**src/hw/capture_store_pkg.sv**
```systemverilog
// Overview of operation
// [RL1] capture mode runs only while config bit 1 is set by the host
// [RL2] while capturing, the ram copy of parameters refreshes every firmware cycle; the code skips it while flash is programmed or a load/save is pending
// [RL3] the capture reads back as one 32-byte block, allowed during regulation
// [RL4] host disables module and clears capture bit before reading stored capture
// [RL5] with capture bit clear, the ram capture values are no longer overwritten
// [RL6] control value 1 copies the flash capture set into ram
// [RL7] control value 2 writes ram capture to flash, only while disabled
// [RL8] a fault with shutdown response writes capture to flash; retry does not
// [RL9] a capture flash write finishes within 1400 us of its start
// [RL10] host issues control 1 then reads the capture block from ram
// [RL11] flash capture survives power cycles and is read by copy-then-read
// [RL12] host should never store the capture bit in a configuration store
// [RL13] at initialization the stored configuration is loaded before operating
// [RL14] restore-default reloads every setting from the default store
// [RL15] a separate user store holds user-saved settings
// [RL16] restores are allowed only to levels made available to the user
// [RL17] store-user and store-default save the working settings to that store
// [RL18] capture control requests wait while a capture flash write is busy; the code refuses them with SLVERR instead
`default_nettype none
package capture_store_pkg;
    localparam int unsigned CAP_BYTES = 32;
    localparam int unsigned CFG_WORDS = 8;
    localparam int unsigned CLK_MHZ = 250;
    localparam int unsigned FLASH_WR_US = 1400;
    localparam int unsigned FLASH_WR_CYC = FLASH_WR_US * CLK_MHZ;
    localparam int unsigned INIT_CYC = CFG_WORDS;
    localparam logic [31:0] ADDR_CTRL = 32'h0000_0000;
    localparam logic [31:0] ADDR_STATUS = 32'h0000_0004;
    localparam logic [31:0] ADDR_CMD = 32'h0000_0008;
    localparam logic [31:0] ADDR_CFG_IDX = 32'h0000_000c;
    localparam logic [31:0] ADDR_CFG_DATA = 32'h0000_0010;
    localparam logic [31:0] ADDR_CAPCTL = 32'h0000_0014;
    localparam logic [31:0] ADDR_CAP_BASE = 32'h0000_0100;
    localparam int unsigned CTRL_CAPTURE_BIT = 1;
    localparam int unsigned CTRL_ENABLE_BIT = 0;
    localparam int unsigned CTRL_USER_LVL_BIT = 2;
    localparam int unsigned CTRL_DEF_LVL_BIT = 3;
    localparam logic [7:0] CAPCTL_LOAD = 8'h01;
    localparam logic [7:0] CAPCTL_SAVE = 8'h02;
    localparam logic [7:0] CMD_STORE_DEF = 8'h11;
    localparam logic [7:0] CMD_RESTORE_DEF = 8'h12;
    localparam logic [7:0] CMD_STORE_USER = 8'h15;
    localparam logic [7:0] CMD_RESTORE_USER = 8'h16;
    localparam logic [7:0] CMD_CAPCTL = 8'h80;
    localparam logic [31:0] CTRL_RESET = 32'h0000_000c;
    localparam logic [1:0] RESP_OKAY = 2'b00;
    localparam logic [1:0] RESP_SLVERR = 2'b10;

    typedef enum {ST_INIT, ST_IDLE, ST_FLASH_WR} fsm_t;

    typedef struct packed {
        logic [31:0] awaddr;
        logic        awvalid;
        logic [31:0] wdata;
        logic [3:0]  wstrb;
        logic        wvalid;
        logic        bready;
        logic [31:0] araddr;
        logic        arvalid;
        logic        rready;
    } axi_req_t;

    typedef struct packed {
        logic        awready;
        logic        wready;
        logic [1:0]  bresp;
        logic        bvalid;
        logic        arready;
        logic [31:0] rdata;
        logic [1:0]  rresp;
        logic        rvalid;
    } axi_rsp_t;
endpackage
`default_nettype wire

```
**src/hw/capture_store.sv**
```systemverilog
// Local design decisions: the placing of the registers and register access over AXI4-Lite.
`timescale 1ns/100ps
`default_nettype none
module capture_store
    import capture_store_pkg::*;
#(
    parameter int unsigned FLASH_WR_CYCLES = FLASH_WR_CYC
) (
    // clock and reset
    input  wire logic                 aclk,
    input  wire logic                 aresetn,
    // register bus
    input  wire axi_req_t             axi_req,
    output axi_rsp_t                  axi_rsp,
    // firmware side
    input  wire logic                 fw_cycle,
    input  wire logic [8*CAP_BYTES-1:0] live_params,
    input  wire logic                 fault_shutdown,
    input  wire logic                 fault_retry,
    // status
    output logic                      flash_busy,
    output logic                      init_done
);
    typedef struct packed {
        fsm_t                         st;
        logic [31:0]                  wait_cnt;
        logic [31:0]                  ctrl;
        logic [2:0]                   cfg_idx;
        logic [CFG_WORDS-1:0][31:0]   cfg_work;
        logic [CFG_WORDS-1:0][31:0]   cfg_def;
        logic [CFG_WORDS-1:0][31:0]   cfg_user;
        logic [CAP_BYTES-1:0][7:0]    cap_ram;
        logic [CAP_BYTES-1:0][7:0]    cap_flash;
        logic                         pend_load;
        logic                         pend_save;
        logic                         refused;
        logic                         aw_got;
        logic [31:0]                  aw_addr;
        logic                         w_got;
        logic [31:0]                  w_data;
        logic                         bvalid;
        logic [1:0]                   bresp;
        logic                         rvalid;
        logic [31:0]                  rdata;
        logic [1:0]                   rresp;
    } state_t;

    state_t s_ff;
    state_t nxt_s;
    logic capture_on;
    logic dev_off;

    // stores model nonvolatile cells: they are not cleared by reset
    always_comb begin
        logic [31:0] a;
        logic [7:0]  op;
        logic [4:0]  ci;
        a = 32'h0000_0000;
        op = 8'h00;
        ci = 5'h00;
        nxt_s = s_ff;
        capture_on = s_ff.ctrl[CTRL_CAPTURE_BIT];
        dev_off = ~s_ff.ctrl[CTRL_ENABLE_BIT];
        nxt_s.refused = 1'b0;

        case (s_ff.st)
            ST_INIT: begin
                // working set comes from the user store when the user level ctrl bit is set, else from the default store
                nxt_s.cfg_work = s_ff.ctrl[CTRL_USER_LVL_BIT] ?
                                 s_ff.cfg_user : s_ff.cfg_def; // [RL13]
                nxt_s.st = ST_IDLE;
            end
            ST_IDLE: begin
                if (s_ff.pend_save) begin
                    nxt_s.pend_save = 1'b0;
                    nxt_s.cap_flash = s_ff.cap_ram; // [RL11]
                    nxt_s.wait_cnt = 32'h0000_0000;
                    nxt_s.st = ST_FLASH_WR;
                end else if (s_ff.pend_load) begin
                    nxt_s.pend_load = 1'b0;
                    nxt_s.cap_ram = s_ff.cap_flash; // [RL6]
                end else if (capture_on && fw_cycle) begin
                    nxt_s.cap_ram = live_params; // [RL1] [RL2] [RL5]
                end
            end
            ST_FLASH_WR: begin
                // the ram copy is frozen while flash is programmed
                if (s_ff.wait_cnt >= FLASH_WR_CYCLES - 1) begin
                    nxt_s.st = ST_IDLE; // [RL9]
                end else begin
                    nxt_s.wait_cnt = s_ff.wait_cnt + 32'h0000_0001;
                end
            end
            default: nxt_s.st = ST_INIT;
        endcase

        // retry-type faults never touch flash
        if (fault_shutdown && !fault_retry && s_ff.st != ST_INIT) begin
            nxt_s.pend_save = 1'b1; // [RL8]
        end

        // write channel: address and data may come in either order
        if (axi_req.awvalid && !s_ff.aw_got && !s_ff.bvalid) begin
            nxt_s.aw_got = 1'b1;
            nxt_s.aw_addr = axi_req.awaddr;
        end
        if (axi_req.wvalid && !s_ff.w_got && !s_ff.bvalid) begin
            nxt_s.w_got = 1'b1;
            nxt_s.w_data = axi_req.wdata;
        end
        if (s_ff.aw_got && s_ff.w_got) begin
            nxt_s.aw_got = 1'b0;
            nxt_s.w_got = 1'b0;
            nxt_s.bvalid = 1'b1;
            nxt_s.bresp = RESP_OKAY;
            op = s_ff.w_data[7:0];
            case (s_ff.aw_addr)
                ADDR_CTRL: nxt_s.ctrl = s_ff.w_data;
                ADDR_CFG_IDX: nxt_s.cfg_idx = s_ff.w_data[2:0];
                ADDR_CFG_DATA: nxt_s.cfg_work[s_ff.cfg_idx] = s_ff.w_data;
                ADDR_CMD: begin
                    case (op)
                        CMD_STORE_DEF:
                            nxt_s.cfg_def = s_ff.cfg_work; // [RL17]
                        CMD_STORE_USER:
                            nxt_s.cfg_user = s_ff.cfg_work; // [RL15] [RL17]
                        CMD_RESTORE_DEF: begin
                            if (s_ff.ctrl[CTRL_DEF_LVL_BIT]) begin
                                nxt_s.cfg_work = s_ff.cfg_def; // [RL14]
                            end else begin
                                nxt_s.bresp = RESP_SLVERR; // [RL16]
                                nxt_s.refused = 1'b1;
                            end
                        end
                        CMD_RESTORE_USER: begin
                            if (s_ff.ctrl[CTRL_USER_LVL_BIT]) begin
                                nxt_s.cfg_work = s_ff.cfg_user;
                            end else begin
                                nxt_s.bresp = RESP_SLVERR; // [RL16]
                                nxt_s.refused = 1'b1;
                            end
                        end
                        default: nxt_s.bresp = RESP_SLVERR;
                    endcase
                end
                ADDR_CAPCTL: begin
                    // capture control; refused while busy
                    if (s_ff.st != ST_IDLE || s_ff.pend_save) begin
                        nxt_s.bresp = RESP_SLVERR; // [RL18]
                    end else if (op == CAPCTL_LOAD) begin
                        nxt_s.pend_load = 1'b1; // [RL6] [RL10]
                    end else if (op == CAPCTL_SAVE && dev_off) begin
                        nxt_s.pend_save = 1'b1; // [RL7]
                    end else begin
                        nxt_s.bresp = RESP_SLVERR; // [RL7]
                    end
                end
                default: nxt_s.bresp = RESP_SLVERR;
            endcase
        end
        if (s_ff.bvalid && axi_req.bready) begin
            nxt_s.bvalid = 1'b0;
        end

        // read channel: capture block as eight words, little endian bytes
        if (axi_req.arvalid && !s_ff.rvalid) begin
            a = axi_req.araddr;
            nxt_s.rvalid = 1'b1;
            nxt_s.rresp = RESP_OKAY;
            nxt_s.rdata = 32'h0000_0000;
            if (a[31:5] == ADDR_CAP_BASE[31:5] && a[1:0] == 2'b00) begin
                ci = {a[4:2], 2'b00};
                nxt_s.rdata = {s_ff.cap_ram[ci + 5'd3], s_ff.cap_ram[ci + 5'd2],
                               s_ff.cap_ram[ci + 5'd1], s_ff.cap_ram[ci]}; // [RL3]
            end else begin
                case (a)
                    ADDR_CTRL: nxt_s.rdata = s_ff.ctrl;
                    ADDR_STATUS: nxt_s.rdata = {28'h0000000, s_ff.pend_load,
                        s_ff.pend_save, s_ff.st == ST_FLASH_WR,
                        s_ff.st != ST_INIT};
                    ADDR_CFG_IDX: nxt_s.rdata = {29'h00000000, s_ff.cfg_idx};
                    ADDR_CFG_DATA: nxt_s.rdata = s_ff.cfg_work[s_ff.cfg_idx];
                    default: nxt_s.rresp = RESP_SLVERR;
                endcase
            end
        end else if (s_ff.rvalid && axi_req.rready) begin
            nxt_s.rvalid = 1'b0;
        end
    end

    always_ff @(posedge aclk) begin
        if (!aresetn) begin
            s_ff.st <= ST_INIT;
            s_ff.wait_cnt <= 32'h0000_0000;
            s_ff.ctrl <= CTRL_RESET;
            s_ff.cfg_idx <= 3'h0;
            s_ff.pend_load <= 1'b0;
            s_ff.pend_save <= 1'b0;
            s_ff.refused <= 1'b0;
            s_ff.aw_got <= 1'b0;
            s_ff.aw_addr <= 32'h0000_0000;
            s_ff.w_got <= 1'b0;
            s_ff.w_data <= 32'h0000_0000;
            s_ff.bvalid <= 1'b0;
            s_ff.bresp <= RESP_OKAY;
            s_ff.rvalid <= 1'b0;
            s_ff.rdata <= 32'h0000_0000;
            s_ff.rresp <= RESP_OKAY;
            s_ff.cfg_work <= s_ff.cfg_work;
            s_ff.cfg_def <= s_ff.cfg_def;
            s_ff.cfg_user <= s_ff.cfg_user;
            s_ff.cap_ram <= s_ff.cap_ram;
            s_ff.cap_flash <= s_ff.cap_flash;
        end else begin
            s_ff <= nxt_s;
        end
    end

    assign axi_rsp.awready = !s_ff.aw_got && !s_ff.bvalid;
    assign axi_rsp.wready = !s_ff.w_got && !s_ff.bvalid;
    assign axi_rsp.bvalid = s_ff.bvalid;
    assign axi_rsp.bresp = s_ff.bresp;
    assign axi_rsp.arready = !s_ff.rvalid;
    assign axi_rsp.rvalid = s_ff.rvalid;
    assign axi_rsp.rdata = s_ff.rdata;
    assign axi_rsp.rresp = s_ff.rresp;
    assign flash_busy = s_ff.st == ST_FLASH_WR;
    assign init_done = s_ff.st != ST_INIT;
endmodule // capture_store
`default_nettype wire

```
**config.mk**
```make
export PLATFORM = sky130hd
export DESIGN_NAME = capture_store
export DESIGN_NICKNAME = d
export VERILOG_FILES = /design/src/hw/capture_store_pkg.sv /design/src/hw/capture_store.sv
export SDC_FILE = /design/constraint.sdc
export NUM_CORES = 2
export LEC_CHECK = 0
export ABC_CLOCK_PERIOD_IN_PS = 22800
export BUFFER_PORTS_ARGS = -buffer_cell sky130_fd_sc_hd__buf_2
export CAP_MARGIN = 20
export CORE_AREA = 3 3 354 356
export DETAILED_ROUTE_END_ITERATION = 6
export DIE_AREA = 0 0 357 359
export HOLD_SLACK_MARGIN = 0.06
export PLACE_DENSITY = 0.76
export SYNTH_ARGS = -nofsm -noshare
export SYNTH_HDL_FRONTEND = slang
export SYNTH_SLANG_ARGS = --single-unit
```
**constraint.sdc**
```tcl
create_clock -name aclk -period 22.8 [get_ports aclk]
set_clock_uncertainty 0.15 [all_clocks]
set_input_delay 2.28 -clock aclk [delete_from_list [all_inputs] [get_ports aclk]]
set_output_delay 2.28 -clock aclk [all_outputs]
set_load 0.01 [all_outputs]
```
==> summary by stage <==
Finish
The net count of the finished layout is 5812. The count of cells in the finished layout, fillers not included, comes to around 7200. The final design area excluding fillers is between 0.07 and 0.08 sq mm. The post-route netlist has 20.0% of its cells at a drive strength greater than 1.

The area growth from synthesis to layout is 11.3%. The filler cell count is a little over 9000. The core utilization of the finished layout is 61.4%.

Critical path
The critical path's largest stage delay is just under 0.9 ns. The critical path launch point type is an input port. The worst setup path is captured at a flip-flop. The library cell appearing most often on the critical path is sky130_fd_sc_hd__buf_4. The number of buffers and inverters on the critical path is 5. STA puts the critical path data required time at ~23 ns. The type of the setup path with the least slack is in2reg. Of all nets on the critical path, the largest fanout is between 70 and 80.

The slowest stage of the critical path belongs to the cell sky130_fd_sc_hd__buf_4. Data arrives at the worst endpoint at a little over 6 ns. Traced cell by cell, the critical path runs through buf_8 > nand2_1 > nor3_2 > buf_4 > buf_4 > buf_4 > buf_4. The critical path's top delay family is buffers and inverters.

Yosys
The synthesized area per cell is around 13 sq um. Among all flip-flop cells after synthesis, the most frequent one is sky130_fd_sc_hd__edfxtp_1. The share of the Yosys chip area taken by registers is between 60% and 70%.

The area of the mapped netlist is 0.0673 sq mm. The flop and latch count out of synthesis is around 1500. The Yosys step of the flow raised 0 warnings.

The synthesized netlist contains 73 unique library cells. Yosys mapped a number of flops with a built-in enable equal to between 1000 and 1500. For this run, asynchronously set or reset flops after synthesis account for 0%. The number of instances in the synthesized netlist is roughly 5300.

Clock network
After clock tree synthesis, the clock-pin slew on the worst setup and hold paths is 0.06 ns. The TritonCTS sink count is 1453. Clock tree synthesis selected as its root buffer the cell sky130_fd_sc_hd__clkbuf_16.

The cts-stage hold buffer count is 0. The number of clock buffers added by TritonCTS is between 100 and 150. No sink is reached through more buffers than the 3 on the longest clock path.

The CTS H-tree depth is 4. The insertion delay of the later-clocked pin in the worst-skew pair is between 0.7 and 0.8 ns. Post-CTS repair changed the size of 0 cells.

The number of setup buffers added after CTS is 0. The CTS tree is yes.

Die
The overall die area is ~0.13 sq mm. The height of the die is between 300 and 400 microns. In this run the core area contains between 100 and 150 standard-cell rows. The starting density of the core is between 50% and 60%. The I/O pin count is slightly above 400. The region available for standard cell placement spans 0.122 sq mm. The horizontal die dimension is approximately 360 microns.

Worst hold path
The classification of the worst-slack hold path is reg2reg.

Placement
The half-perimeter wire length of the detailed placement result is between 100000 and 150000 microns. The post-placement cell area is roughly 0.070 sq mm. After detailed placement, the design holds a cell count of between 6000 and 7000.

Timing analysis after detailed placement gives a worst setup slack of 16.12 ns. The total of buffers placed on input and output ports is 402. The final weighted congestion of routability-driven global placement is 0.806.

STA
The number of pins exceeding their max-slew limit in the final report is 0. The sum of negative setup slack is 0 ns. On the final layout, the worst hold slack is 0.284 ns.

The worst slew margin relative to its limit is between 20% and 30%. The smallest clock period supported by the final layout is computed as 5.90 ns. Once routing completed, OpenROAD measured the worst setup slack at about 17 ns. The fmax is about 0.17 GHz.

Setup repair after global routing left no endpoint under its margin. The final hold violation count is 0. The final-report setup violation count is 0. At the pin with the least slew margin, the transition time is around 1.2 ns. The final critical path takes up between 20% and 30% of the cycle.

Pwr
The total leakage power is roughly 26 nW. Total power for the finished layout comes to 5.79 mW. The power density over cell area is approximately 77 mW/mm^2.

The maximum VDD drop is around 0.000065 V.

GRT
The number of global-route vias before repair is approximately 47000. The initial antenna violation count was ~50. The aggregate global routing overflow is 0.

Global routing used between 20% and 30% of the available tracks across all layers. The first-pass GRT wire length is around 280000 microns. Entering global routing, the biggest net connects around 240 pins.

Routing
The post-route DRC violation count is 0. The total detailed-routing wirelength is approximately 190000 microns. The final routed wire length divided by cell count is between 20 and 30 microns. Summing over every cut layer, the via total after detailed routing is 47900. The number of detailed-routing iterations run before antenna repair is 7. The average vias per placed instance is ~6.6. The DRC violation total after the first TritonRoute iteration is 6842. The remaining antenna violation count after routing is 0.

Job
Max-cap violations in this run came to 0.

Run status
The run finished with clean final reports.
final timing paths:
path	startpoint	to	slack, ns	depth (start not counted)
worst max-delay path	aresetn	s_ff[410]$_DFFE_PP_	16.90	7
worst min-delay path	s_ff[450]$_DFFE_PP_	s_ff[194]$_DFFE_PP_	0.28	0
worst min register to register	s_ff[450]$_DFFE_PP_	s_ff[194]$_DFFE_PP_	0.28	0
worst max register to register	s_ff[106]$_SDFF_PN0_	s_ff[410]$_DFFE_PP_	17.77	6
sequential cells by signal, indices dropped and copies added, names as in the netlist:
name	count
s_ff	1416
capture_on	1
axi_rsp	36
area by class of cell:
type,count,area [sq um],share of cell area (%)
tap,1625,2030,2.71
clock buffer,181,3870,5.17
inverter,10,37.5,0.0501
antenna,27,67.6,0.0902
sequential,1453,41900,55.9
multi-input combinational,3362,23300,31.1
clock inverter,86,931,1.24
timing repair buffer,475,2790,3.72
power by group:
part           total, mW  internal [mW]  leakage [nW]  switching [mW]
Sequential          3.02           2.95          13.2          0.0678
Combinational      0.354          0.145          10.3           0.209
Clock               2.42           1.37          2.34            1.05
worst reg2reg max path, delay by kind of cell (launching register included):
family	cells	cell delay, ns
AOI/OAI and AO/OA	1	0.14
buffers and inverters	4	3.32
DFF	1	0.85
and+or+nand+nor	1	0.18
synth_stat cells (all sizes together) (5+ instances only):
| cell | instances | share of area, % |
|---|---|---|
| nor2b | 16 | 0.15 |
| dfxtp | 173 | 5.1 |
| o211ai | 11 | 0.12 |
| mux2i | 309 | 4.6 |
| a21boi | 100 | 1.1 |
| o2111a | 11 | 0.18 |
| and2 | 18 | 0.17 |
| buf | 154 | 1.3 |
| a21oi | 314 | 2.3 |
| o221ai | 280 | 3.6 |
| mux4 | 68 | 2.3 |
| clkbuf | 367 | 2.0 |
| or3 | 5 | 0.046 |
| nand4 | 11 | 0.13 |
| or2 | 5 | 0.046 |
| nand2 | 773 | 4.3 |
| edfxtp | 1280 | 57 |
| nand3 | 39 | 0.29 |
| and3 | 15 | 0.14 |
| inv | 8 | 0.045 |
| nand2b | 14 | 0.14 |
| nor2 | 304 | 1.7 |
| and4 | 5 | 0.065 |
| a211oi | 21 | 0.23 |
| o31a | 12 | 0.16 |
| a32oi | 254 | 3.3 |
| nor3 | 18 | 0.15 |
| nor4 | 21 | 0.30 |
| nand4b | 5 | 0.065 |
| o21ai | 339 | 2.5 |
| a2111oi | 9 | 0.15 |
| mux2 | 310 | 5.2 |
| o22ai | 30 | 0.28 |
| o22a | 5 | 0.065 |
cells in the final DEF (no fill, tap or decap), types with 254 or more instances in the layout:
master                        n
sky130_fd_sc_hd__edfxtp_1  1280
sky130_fd_sc_hd__mux2_2     310
sky130_fd_sc_hd__o21ai_0    326
sky130_fd_sc_hd__nor2_1     293
sky130_fd_sc_hd__a32oi_1    254
sky130_fd_sc_hd__o221ai_1   280
sky130_fd_sc_hd__a21oi_1    314
sky130_fd_sc_hd__nand2_1    772
sky130_fd_sc_hd__buf_2      399
sky130_fd_sc_hd__mux2i_1    309
kinds of logic (layout without fill, tap and decap cells):
kind of cell | count (synthesis) | in the layout | synth area share [%]
AOI/OAI and AO/OA | 1416 | 1416 | 14.5
adders and majority gates | 1 | 1 | 0.0186
muxes | 687 | 687 | 12.1
other | 1 | 29 | 0.00557
and+or+nand+nor | 1256 | 1256 | 7.80
DFF | 1453 | 1453 | 62.3
buffers and inverters | 531 | 752 | 3.36
per-layer routing:
metal  wire, microns  share of wire, %  GRT usage, %  vias up
met5             280              0.15             0        -
met4            7780               4.2          12.1       42
met3           21600                12          7.69      453
met2           86300                46          43.2     2896
met1           71000                38          38.1    23600
li1                -                 -             -    21000
Note: power is estimated with default switching activity, not from simulation.
